`src/mode_ctrl_pkg.sv`:
```
// Constants and types shared by the operating-mode controller.
// Summary of operation
// Overvoltage without reset enable: flag only
// Overvoltage, pull-up config: fail output, restart
// Overvoltage, no pull-up: fail output, fail-safe
// Stored configuration kept until power-down
// Any frame in init goes normal
// Host triggers watchdog in long window
// Long window expiry: watchdog failure, restart
// Wake events in init are discarded
// Host's first command triggers watchdog
// No undervolt or fail at power-up
// Reset output low while supply low
// Wake in normal/stop raises interrupt only
// Second supply, high-side default off, switchable
// Init entry: third supply, CAN, LIN off
// Normal from restart: high-side outputs off
// Fail output off, may persist after restart
// Host test bit drives fail output
// Stop mode blocks writes, sets SPI error
// Stop mode keeps normal-mode settings
// Stop entry with pending wake flags interrupts
// Stop to sleep refused, restart
// Measurement select masks first two wakes
// Interrupt pin level caught at reset release
// Host writes mode bits; cleared through restart
// Frames are sixteen bits
package mode_ctrl_pkg;
  localparam int FRAME_W = 16;
  localparam int HS_N = 4;
  localparam int WAKE_N = 3;
  localparam int CLK_HZ = 40_000_000;
  localparam int LONG_WIN_MS = 200;
  localparam int RESET_DELAY_US = 10;
  localparam int RD_CYC_I = (RESET_DELAY_US * (CLK_HZ / 1_000_000));
  localparam logic [15:0] RD_CYC = 16'(RD_CYC_I);
  localparam logic [31:0] LONG_WIN_CYC = 32'(LONG_WIN_MS * (CLK_HZ / 1000));
  // Command field positions inside a frame
  localparam int CMD_LSB = 13;
  localparam logic [2:0] CMD_MODE = 3'h1;
  localparam logic [2:0] CMD_SOFT_RST = 3'h2;
  localparam logic [2:0] CMD_WD_REFRESH = 3'h3;
  localparam logic [2:0] CMD_STATUS = 3'h4;
  localparam logic [2:0] CMD_SUPPLY = 3'h5;
  localparam logic [2:0] CMD_HS = 3'h6;
  localparam logic [2:0] CMD_MISC = 3'h7;
  localparam logic [1:0] MB_NORMAL = 2'h0;
  localparam logic [1:0] MB_SLEEP = 2'h1;
  localparam logic [1:0] MB_STOP = 2'h2;
  localparam logic [1:0] MB_RESET = 2'h3;
  localparam logic [1:0] HS_OFF = 2'h0;
  localparam logic [1:0] HS_ON = 2'h1;
  localparam logic [1:0] HS_PWM = 2'h2;
  typedef enum logic [5:0] {
    ST_INIT = 6'h01,
    ST_NORMAL = 6'h02,
    ST_STOP = 6'h04,
    ST_SLEEP = 6'h08,
    ST_RESTART = 6'h10,
    ST_FAILSAFE = 6'h20
  } mode_t;
endpackage

```
`src/system_mode_controller.sv`:
```
// Operating-mode controller: init, normal, stop, restart and supervision.
`timescale 1ns/1ps
`default_nettype none
module system_mode_controller
  import mode_ctrl_pkg::*;
#(
  parameter logic [31:0] LONG_WIN = mode_ctrl_pkg::LONG_WIN_CYC
)
(
  input wire logic i_core_clk,
  input wire logic i_rst,
  input wire logic [mode_ctrl_pkg::FRAME_W-1:0] i_frame,
  input wire logic i_frame_valid,
  input wire logic i_wd_trigger,
  input wire logic i_supply_low,
  input wire logic i_overvolt,
  input wire logic i_vs_low,
  input wire logic i_int_pin,
  input wire logic i_por_pending,
  input wire logic [mode_ctrl_pkg::WAKE_N-1:0] i_wake_event,
  input wire logic i_overvolt_reset_enable,
  input wire logic i_wake_measure_select,
  output logic o_irq_output,
  output logic o_reset_output,
  output logic o_fail_output,
  output logic o_overvolt_flag,
  output logic o_undervolt_flag,
  output logic o_spi_error_flag,
  output logic o_wd_fail_flag,
  output logic o_config_pin_level,
  output logic o_second_supply,
  output logic o_third_supply,
  output logic o_can_on,
  output logic o_lin_on,
  output logic [2*mode_ctrl_pkg::HS_N-1:0] o_high_side_switch,
  output logic [1:0] o_mode_bits,
  output logic [mode_ctrl_pkg::WAKE_N-1:0] o_wake_status,
  output logic [5:0] o_mode
);
  mode_t state_r;
  mode_t state_nxt;
  logic int_lvl;
  logic ov_lvl;
  logic [2:0] cmd;
  logic is_write;
  logic stop_ok;
  logic [31:0] wd_cnt_r;
  logic [15:0] rd_cnt_r;
  logic wd_seen_r;
  logic cfg_sample_r;
  logic ov_prev_r;
  logic fail_latch_r;
  logic fail_test_r;
  logic stop_prev_r;

  pin_sync3 u_int_sync (
    .i_core_clk(i_core_clk),
    .i_rst(i_rst),
    .i_pin(i_int_pin),
    .o_level(int_lvl)
  );
  pin_sync3 u_ov_sync (
    .i_core_clk(i_core_clk),
    .i_rst(i_rst),
    .i_pin(i_overvolt),
    .o_level(ov_lvl)
  );
  frame_decode u_dec (
    .i_frame(i_frame),
    .o_cmd(cmd),
    .o_write(is_write),
    .o_stop_allowed(stop_ok)
  );

  wire ov_event = ov_lvl && !ov_prev_r;
  wire ov_act = ov_event && i_overvolt_reset_enable;
  wire wd_expire = (state_r == ST_INIT) && !wd_seen_r && (wd_cnt_r >= LONG_WIN - 1);
  wire in_run = (state_r == ST_NORMAL) || (state_r == ST_STOP);
  wire spi_live = i_frame_valid && (state_r != ST_RESTART);
  wire mode_wr = spi_live && is_write && (cmd == CMD_MODE);
  wire [1:0] req_mode = i_frame[1:0];
  wire stop_block = spi_live && (state_r == ST_STOP) && is_write && !stop_ok;
  wire stop_sleep = mode_wr && (state_r == ST_STOP) && (req_mode == MB_SLEEP);
  wire cfg_wr = spi_live && is_write && (state_r == ST_NORMAL);
  wire soft_rst = mode_wr && (req_mode == MB_RESET) && in_run;
  // Measurement mode removes the first two wake inputs as sources
  wire [WAKE_N-1:0] wake_mask = i_wake_measure_select ? 3'h4 : 3'h7;
  wire [WAKE_N-1:0] wake_acc = i_wake_event & wake_mask;
  wire wake_any = in_run && (wake_acc != 3'h0);
  wire stop_entry = (state_r == ST_STOP) && !stop_prev_r;
  // Failure count per configuration is not modelled: every expiry drives the fail output
  wire fail_set = ov_act || wd_expire;
  wire rd_done = (state_r == ST_RESTART) && (rd_cnt_r >= RD_CYC - 16'h1) && !i_supply_low;

  always_comb
  begin
    state_nxt = state_r;
    case (state_r)
      ST_INIT:
      begin
        if (wd_expire)
          state_nxt = ST_RESTART;
        else if (i_frame_valid)
          state_nxt = ST_NORMAL;
      end
      ST_NORMAL, ST_STOP:
      begin
        if (stop_sleep)
          state_nxt = ST_RESTART;
        else if (mode_wr && req_mode == MB_STOP)
          state_nxt = ST_STOP;
        else if (mode_wr && req_mode == MB_NORMAL)
          state_nxt = ST_NORMAL;
        else if (mode_wr && req_mode == MB_SLEEP)
          state_nxt = ST_SLEEP;
      end
      ST_RESTART:
      begin
        if (rd_done)
          state_nxt = ST_NORMAL;
      end
      ST_SLEEP, ST_FAILSAFE:
        state_nxt = state_r;
      default:
        state_nxt = ST_INIT;
    endcase
    if (soft_rst)
      state_nxt = ST_INIT;
    // Overvoltage with reset enabled takes priority over any host request
    if (ov_act && state_r != ST_FAILSAFE)
      state_nxt = cfg_sample_r ? ST_RESTART : ST_FAILSAFE;
    if (i_supply_low && in_run)
      state_nxt = ST_RESTART;
  end

  always_ff @(posedge i_core_clk)
  begin
    if (i_rst)
    begin
      state_r <= ST_INIT;
      stop_prev_r <= 1'b0;
      ov_prev_r <= 1'b0;
    end
    else
    begin
      state_r <= state_nxt;
      stop_prev_r <= (state_r == ST_STOP);
      ov_prev_r <= ov_lvl;
    end
  end

  // Long open window counts while in init, from reset release or soft-reset entry
  always_ff @(posedge i_core_clk)
  begin
    if (i_rst || state_r != ST_INIT)
    begin
      wd_cnt_r <= 32'h0;
      wd_seen_r <= 1'b0;
    end
    else
    begin
      wd_cnt_r <= wd_cnt_r + 32'h1;
      if (i_wd_trigger)
        wd_seen_r <= 1'b1;
    end
  end

  always_ff @(posedge i_core_clk)
  begin
    if (i_rst || state_r != ST_RESTART)
      rd_cnt_r <= 16'h0;
    else if (rd_cnt_r != RD_CYC)
      rd_cnt_r <= rd_cnt_r + 16'h1;
  end

  // Reset output low while supply is low and through the restart delay
  always_ff @(posedge i_core_clk)
  begin
    if (i_rst)
      o_reset_output <= 1'b0;
    else
      o_reset_output <= !i_supply_low && (state_nxt != ST_RESTART);
  end

  // Configuration is caught only at the reset-output rising edge
  always_ff @(posedge i_core_clk)
  begin
    if (i_rst)
    begin
      cfg_sample_r <= 1'b0;
      o_config_pin_level <= 1'b0;
    end
    else if (!o_reset_output && !i_supply_low && (state_nxt != ST_RESTART)
      && (i_por_pending || state_r == ST_INIT))
    begin
      cfg_sample_r <= int_lvl;
      o_config_pin_level <= int_lvl;
    end
  end

  always_ff @(posedge i_core_clk)
  begin
    if (i_rst)
    begin
      o_overvolt_flag <= 1'b0;
      o_undervolt_flag <= 1'b0;
      o_spi_error_flag <= 1'b0;
      o_wd_fail_flag <= 1'b0;
      fail_latch_r <= 1'b0;
    end
    else
    begin
      if (ov_event)
        o_overvolt_flag <= 1'b1;
      else if (spi_live && cmd == CMD_STATUS && is_write)
        o_overvolt_flag <= 1'b0;
      // Undervolt only counts once the run modes are reached
      if (i_supply_low && in_run && !i_vs_low)
        o_undervolt_flag <= 1'b1;
      else if (spi_live && cmd == CMD_STATUS && is_write)
        o_undervolt_flag <= 1'b0;
      if (stop_block || stop_sleep)
        o_spi_error_flag <= 1'b1;
      else if (spi_live && cmd == CMD_STATUS && is_write)
        o_spi_error_flag <= 1'b0;
      if (wd_expire)
        o_wd_fail_flag <= 1'b1;
      else if (spi_live && cmd == CMD_STATUS && is_write)
        o_wd_fail_flag <= 1'b0;
      if (fail_set)
        fail_latch_r <= 1'b1;
    end
  end

  always_ff @(posedge i_core_clk)
  begin
    if (i_rst)
      fail_test_r <= 1'b0;
    else if (cfg_wr && cmd == CMD_MISC)
      fail_test_r <= i_frame[0];
    else if (state_r != ST_NORMAL && state_r != ST_STOP)
      fail_test_r <= 1'b0;
  end

  always_ff @(posedge i_core_clk)
  begin
    if (i_rst)
      o_fail_output <= 1'b0;
    else
      o_fail_output <= fail_latch_r || fail_set || fail_test_r;
  end

  // Peripheral enables; restart clears second supply, high-side, CAN and LIN, init clears everything
  always_ff @(posedge i_core_clk)
  begin
    if (i_rst)
    begin
      o_second_supply <= 1'b0;
      o_third_supply <= 1'b0;
      o_can_on <= 1'b0;
      o_lin_on <= 1'b0;
      o_high_side_switch <= '0;
    end
    else if (state_r == ST_INIT)
    begin
      o_third_supply <= 1'b0;
      o_can_on <= 1'b0;
      o_lin_on <= 1'b0;
      o_second_supply <= 1'b0;
      o_high_side_switch <= '0;
    end
    else if (state_r == ST_RESTART)
    begin
      o_second_supply <= 1'b0;
      o_high_side_switch <= '0;
      o_can_on <= 1'b0;
      o_lin_on <= 1'b0;
    end
    else if (cfg_wr && cmd == CMD_SUPPLY)
    begin
      o_second_supply <= i_frame[0];
      o_third_supply <= i_frame[1];
      o_can_on <= i_frame[2];
      o_lin_on <= i_frame[3];
    end
    else if (cfg_wr && cmd == CMD_HS)
      o_high_side_switch <= i_frame[2*HS_N-1:0];
  end

  always_ff @(posedge i_core_clk)
  begin
    if (i_rst)
      o_wake_status <= '0;
    else if (wake_any)
      o_wake_status <= o_wake_status | wake_acc;
    else if (spi_live && cmd == CMD_STATUS && is_write)
      o_wake_status <= '0;
  end

  always_ff @(posedge i_core_clk)
  begin
    if (i_rst)
    begin
      o_irq_output <= 1'b0;
      o_mode_bits <= MB_NORMAL;
      o_mode <= ST_INIT;
    end
    else
    begin
      o_irq_output <= wake_any || (stop_entry && o_wake_status != 3'h0);
      o_mode <= state_nxt;
      if (state_r == ST_RESTART)
        o_mode_bits <= MB_NORMAL;
      else if (mode_wr && state_nxt != ST_RESTART)
        o_mode_bits <= req_mode;
    end
  end

  ov_no_reset_a: assert property (@(posedge i_core_clk) disable iff (i_rst)
    (ov_event && !i_overvolt_reset_enable && in_run && !i_supply_low && !mode_wr)
      |=> (state_r == $past(state_r)) && o_overvolt_flag) else $error("ov changed mode");
  ov_restart_a: assert property (@(posedge i_core_clk) disable iff (i_rst)
    (ov_act && cfg_sample_r && state_r != ST_FAILSAFE) |=> state_r == ST_RESTART ##1 o_fail_output)
    else $error("ov restart missed");
  ov_failsafe_a: assert property (@(posedge i_core_clk) disable iff (i_rst)
    (ov_act && !cfg_sample_r) |=> state_r == ST_FAILSAFE) else $error("ov failsafe missed");
  init_frame_a: assert property (@(posedge i_core_clk) disable iff (i_rst)
    (state_r == ST_INIT && i_frame_valid && !wd_expire && !ov_act && !soft_rst)
      |=> state_r == ST_NORMAL) else $error("init frame ignored");
  wd_expire_a: assert property (@(posedge i_core_clk) disable iff (i_rst)
    wd_expire && !ov_act |=> state_r == ST_RESTART && o_wd_fail_flag) else $error("wd expiry");
  init_wake_a: assert property (@(posedge i_core_clk) disable iff (i_rst)
    (state_r == ST_INIT) |=> !o_irq_output) else $error("wake in init");
  stop_write_a: assert property (@(posedge i_core_clk) disable iff (i_rst)
    stop_block |=> o_spi_error_flag && $stable(o_high_side_switch)) else $error("stop write");
  stop_sleep_a: assert property (@(posedge i_core_clk) disable iff (i_rst)
    stop_sleep && !ov_act |=> state_r == ST_RESTART ##1 o_mode_bits == MB_NORMAL)
    else $error("stop sleep");
  rst_low_a: assert property (@(posedge i_core_clk) disable iff (i_rst)
    i_supply_low |=> !o_reset_output) else $error("reset released");
  hs_restart_a: assert property (@(posedge i_core_clk) disable iff (i_rst)
    (state_r == ST_RESTART) |=> o_high_side_switch == '0) else $error("hs on");
endmodule
`default_nettype wire

```
`src/pin_sync3.sv`:
```
// Three-stage input synchroniser that changes when the last two stages agree.
`timescale 1ns/1ps
`default_nettype none
module pin_sync3 (
  input wire logic i_core_clk,
  input wire logic i_rst,
  input wire logic i_pin,
  output logic o_level
);
  logic s1_r;
  logic s2_r;
  logic s3_r;
  always_ff @(posedge i_core_clk)
  begin
    if (i_rst)
    begin
      s1_r <= 1'b0;
      s2_r <= 1'b0;
      s3_r <= 1'b0;
      o_level <= 1'b0;
    end
    else
    begin
      s1_r <= i_pin;
      s2_r <= s1_r;
      s3_r <= s2_r;
      if (s2_r == s3_r)
        o_level <= s3_r;
    end
  end
endmodule
`default_nettype wire

```
`src/frame_decode.sv`:
```
// Splits a received 16-bit frame into command class and mode-access flags.
`timescale 1ns/1ps
`default_nettype none
module frame_decode
  import mode_ctrl_pkg::*;
(
  input wire logic [mode_ctrl_pkg::FRAME_W-1:0] i_frame,
  output logic [2:0] o_cmd,
  output logic o_write,
  output logic o_stop_allowed
);
  assign o_cmd = i_frame[CMD_LSB +: 3];
  assign o_write = i_frame[12];
  // Mode change, soft reset, watchdog refresh and status access pass in stop
  assign o_stop_allowed = !o_write || (o_cmd == CMD_MODE) || (o_cmd == CMD_SOFT_RST)
    || (o_cmd == CMD_WD_REFRESH) || (o_cmd == CMD_STATUS);
endmodule
`default_nettype wire

```
`config.mk`:
```
export PLATFORM = sky130hd
export DESIGN_NAME = system_mode_controller
export DESIGN_NICKNAME = d
export VERILOG_FILES = /design/src/mode_ctrl_pkg.sv /design/src/system_mode_controller.sv /design/src/pin_sync3.sv /design/src/frame_decode.sv
export SDC_FILE = /design/constraint.sdc
export NUM_CORES = 1
export LEC_CHECK = 0
export ABC_AREA = 1
export CORE_MARGIN = 4
export CORE_UTILIZATION = 45
export DETAILED_ROUTE_END_ITERATION = 7
export DONT_BUFFER_PORTS = 1
export PLACE_DENSITY_LB_ADDON = 0.3
export SLEW_MARGIN = 20
export SYNTH_ARGS = -nofsm -noshare
export SYNTH_HDL_FRONTEND = slang
export SYNTH_SLANG_ARGS = --single-unit
```
`constraint.sdc`:
```
create_clock -name i_core_clk -period 1.5 [get_ports i_core_clk]
set_input_delay 0 -clock i_core_clk [delete_from_list [all_inputs] [get_ports i_core_clk]]
set_output_delay 0 -clock i_core_clk [all_outputs]
set_load 0.01 [all_outputs]
```
==> results.py <==
metrics = {
    "status": {
        "status": "complete, but fails checks",
        "violations": "hold timing, setup timing",
    },
    "floorplanning": {
        "initial_utilization_pct": 45.93,
        "ios": 61,
        "rows": 36,
        "core_um2": 9684,
        "die_y_um": 107.4,
        "floorplan.die_area_um2": 11540,
        "die_w_um": 107.4,
    },
    "synth": {
        "yosysUniqueCellTypes": 45,
        "syn_inst": 622,
        "synth-seq-cells": 92,
        "syn_area_per_cell_um2": 7.151,
        "syn-num-nets": 655,
        "ys_seq_area_share_pct": 41.41,
        "ys_warn_count": 0,
        "syn_area_um2": 4448,
    },
    "timing": {
        "final.period_utilization_pct": 124.6,
        "skew_ns": 0.01336,
        "holdWs_ns": -0.2916,
        "final_hold_viol_count": 28,
        "slew_violations": 0,
        "setup_slack_ns": -0.3687,
        "slew_headroom_pct": 73.24,
        "worstMarginPinSlew_ns": 0.3984,
        "min_period_ns": 1.869,
        "setup_viol": 48,
        "fmax_ghz": 0.5351,
        "rsz0062_at_grt": "yes",
    },
    "cells_and_area": {
        "synthToLayoutAreaGrowth_pct": 53.50,
        "final_area_um2": 6828,
        "regArea_um2": 1881,
        "drive_above_1_share_pct": 40.47,
        "layout_commonest_cell": "buf_4",
        "final_cell_mix": "120 x buf_4, 105 x nand2_1, 80 x inv_1",
        "fin_cells": 936,
        "multiInputGateArea_um2": 2706,
        "n_fill_cell": 694,
        "diodes": 0,
        "fin_nets": 832,
    },
    "detailed_routing": {
        "drtPass1Iterations": 5,
        "routed_wl_um": 13950,
        "drtIter0Drc": 274,
        "via_per_inst": 5.182,
        "wire_per_inst_um": 14.90,
        "num_vias": 4850,
        "ant_nets": 0,
        "drc_errors": 0,
    },
    "setup_path": {
        "path_class": "reg2reg",
        "critPathLaunchType": "register",
        "arrival_ns": 2.14,
        "cp_max_fo": 4,
        "critPathCaptureType": "register",
        "crit_required_ns": 1.78,
    },
    "power_and_ir_drop": {
        "power.density_nw_per_um2": 748.8,
        "totalPowerFinal_mw": 5.112,
        "ir_drop_uv": 755.2,
        "p_leak_nw": 2.957,
    },
    "placed_design": {
        "hpwl_um": 8226,
        "place_inst": 850,
        "place.gp.congestion": 0.8736,
        "portBuffers": 0,
        "placed_area_um2": 5406,
    },
    "clocking": {
        "cts_made_buffers": 9,
        "hold_buffers": 28,
        "htreeDepth": 3,
        "cts.clk_slew.worst_paths_ns": 0.09,
        "clock_sinks": 92,
        "tritoncts": "yes",
        "worstSkewPairLatency_ns": 0.36,
        "cts-root-buf": "clkbuf_8",
        "cts_buffer_depth": 2,
    },
    "global_routing": {
        "grt_max_degree": 26,
        "grtUsageTotal_pct": 21.06,
        "antenna_found_initial": 0,
        "grt_overflow_total": 0,
        "grt_pass1_vias": 4512,
        "grt_pass1_wl_um": 19910,
    },
    "job": {
        "drv_cap": 0,
    },
    "worst_hold_path": {
        "min_path_type": "in2reg",
    },
}
[final timing paths]
| path | from | end | slack, ns | depth (start not counted) |
|---|---|---|---|---|
| hold reg to reg | u_ov_sync.s3_r | u_ov_sync.o_level | 0.46 | 2 |
| setup / recovery | wd_cnt_r[1] | wd_cnt_r[26] | -0.37 | 12 |
| hold / removal | i_rst | o_overvolt_flag | -0.29 | 1 |
| setup reg to reg | wd_cnt_r[1] | wd_cnt_r[26] | -0.37 | 12 |
[logic make-up after synthesis]
| logic type | count (synthesis) | synth area share, % |
|---|---|---|
| compound gates | 99 | 11.95 |
| xor+xnor | 4 | 0.7875 |
| fa+ha+maj | 3 | 0.8440 |
| buf+inv | 103 | 9.029 |
| flops | 92 | 41.41 |
| simple gates | 321 | 35.98 |
[worst max-delay path: stages, from the launching register on]
cell and delay [ns]:
dfxtp_2 0.36, ha_4 0.14, nand2_2 0.06, inv_2 0.08
nand2_4 0.05, nor2_4 0.14, nand3_4 0.09, nor3_4 0.22
nand3_2 0.17, nor2_2 0.15, nand2_2 0.09, nand2_1 0.06
nor3b_2 0.18
[flip-flops by register name (all words and copies together), names as in the netlist, 2 cells and up]
signal / flops
o_high_side_switch: 8
o_mode: 6
o_mode_bits: 2
o_wake_status: 3
rd_cnt_r: 16
wd_cnt_r: 32
[per-layer routing]
metal	wire, um	track usage (%)	part of all wire, %	up-vias
met3	722	4.499	5.2	21
met5	0	0	0	-
li1	-	-	-	2366
met2	7347	38.03	53	153
met4	269	5.410	1.9	0
met1	5610	25.37	40	2310
[timing repair]
action / 4_1_cts / 5_1_grt
resized for setup: 49 / 132
pin swaps: 32 / 57
buffers inserted: 17 / 28
endpoints found under the hold margin: 65 / 35
setup endpoints to repair: 61 / 68
cloned: 0 / 1
[power breakdown]
part	internal [mW]	switching, mW	leakage (nW)	total [mW]
Sequential	2.48	0.0443	0.753	2.52
Combinational	0.250	0.311	2.09	0.561
Clock	1.15	0.885	0.116	2.03
[synth_stat cells, drive strengths merged]
| cell type | n | area, um^2 |
|---|---|---|
| clkinv | 1 | 3.750 |
| nand3 | 18 | 127.6 |
| or3 | 1 | 6.260 |
| o21bai | 1 | 7.510 |
| a211oi | 3 | 22.52 |
| buf | 2 | 22.52 |
| xor2 | 4 | 35.03 |
| nand2 | 139 | 554.3 |
| nor3b | 3 | 27.52 |
| or2 | 7 | 43.79 |
| nand4 | 20 | 158.9 |
| dfxtp | 92 | 1842 |
| nor2 | 97 | 429.2 |
| nand3b | 2 | 15.01 |
| nor3 | 25 | 178.9 |
| a21boi | 1 | 7.510 |
| ha | 3 | 37.54 |
| o21a | 3 | 22.52 |
| clkbuf | 4 | 15.01 |
| nor2b | 1 | 6.260 |
| o221ai | 1 | 8.760 |
| and3 | 4 | 26.28 |
| o21ai | 27 | 135.1 |
| a21oi | 59 | 299.0 |
| or4 | 1 | 7.510 |
| o31ai | 3 | 22.52 |
| inv | 96 | 360.3 |
| a31oi | 1 | 6.260 |
| nor4 | 3 | 18.77 |
[layout make-up]
type / count / share of cell area (%)
Inverter: 97 / 5.553
Tap cell: 133 / 2.437
Timing Repair inverter: 1 / 0.1100
Clock buffer: 11 / 2.071
Clock inverter: 4 / 1.429
Multi-Input combinational cell: 427 / 39.64
Sequential cell: 92 / 27.54
Timing Repair Buffer: 171 / 21.22
[per-stage QoR]
step           TNS [ns]  setup WS [ns]  hold WS (ns)  utilization (%)
2_1_floorplan   -0.9270        -0.1616       0.07741                -
3_3_place_gp     -3.097        -0.2289       0.07267            55.83
3_5_place_dp     -5.165        -0.3231       0.07725            55.83
4_1_cts          -5.026        -0.3183       -0.3090            64.19
5_1_grt          -14.37        -0.5666       -0.3186            70.50
6_report         -7.923        -0.3687       -0.2916            70.50
Note: power is estimated with default switching activity, not from simulation.
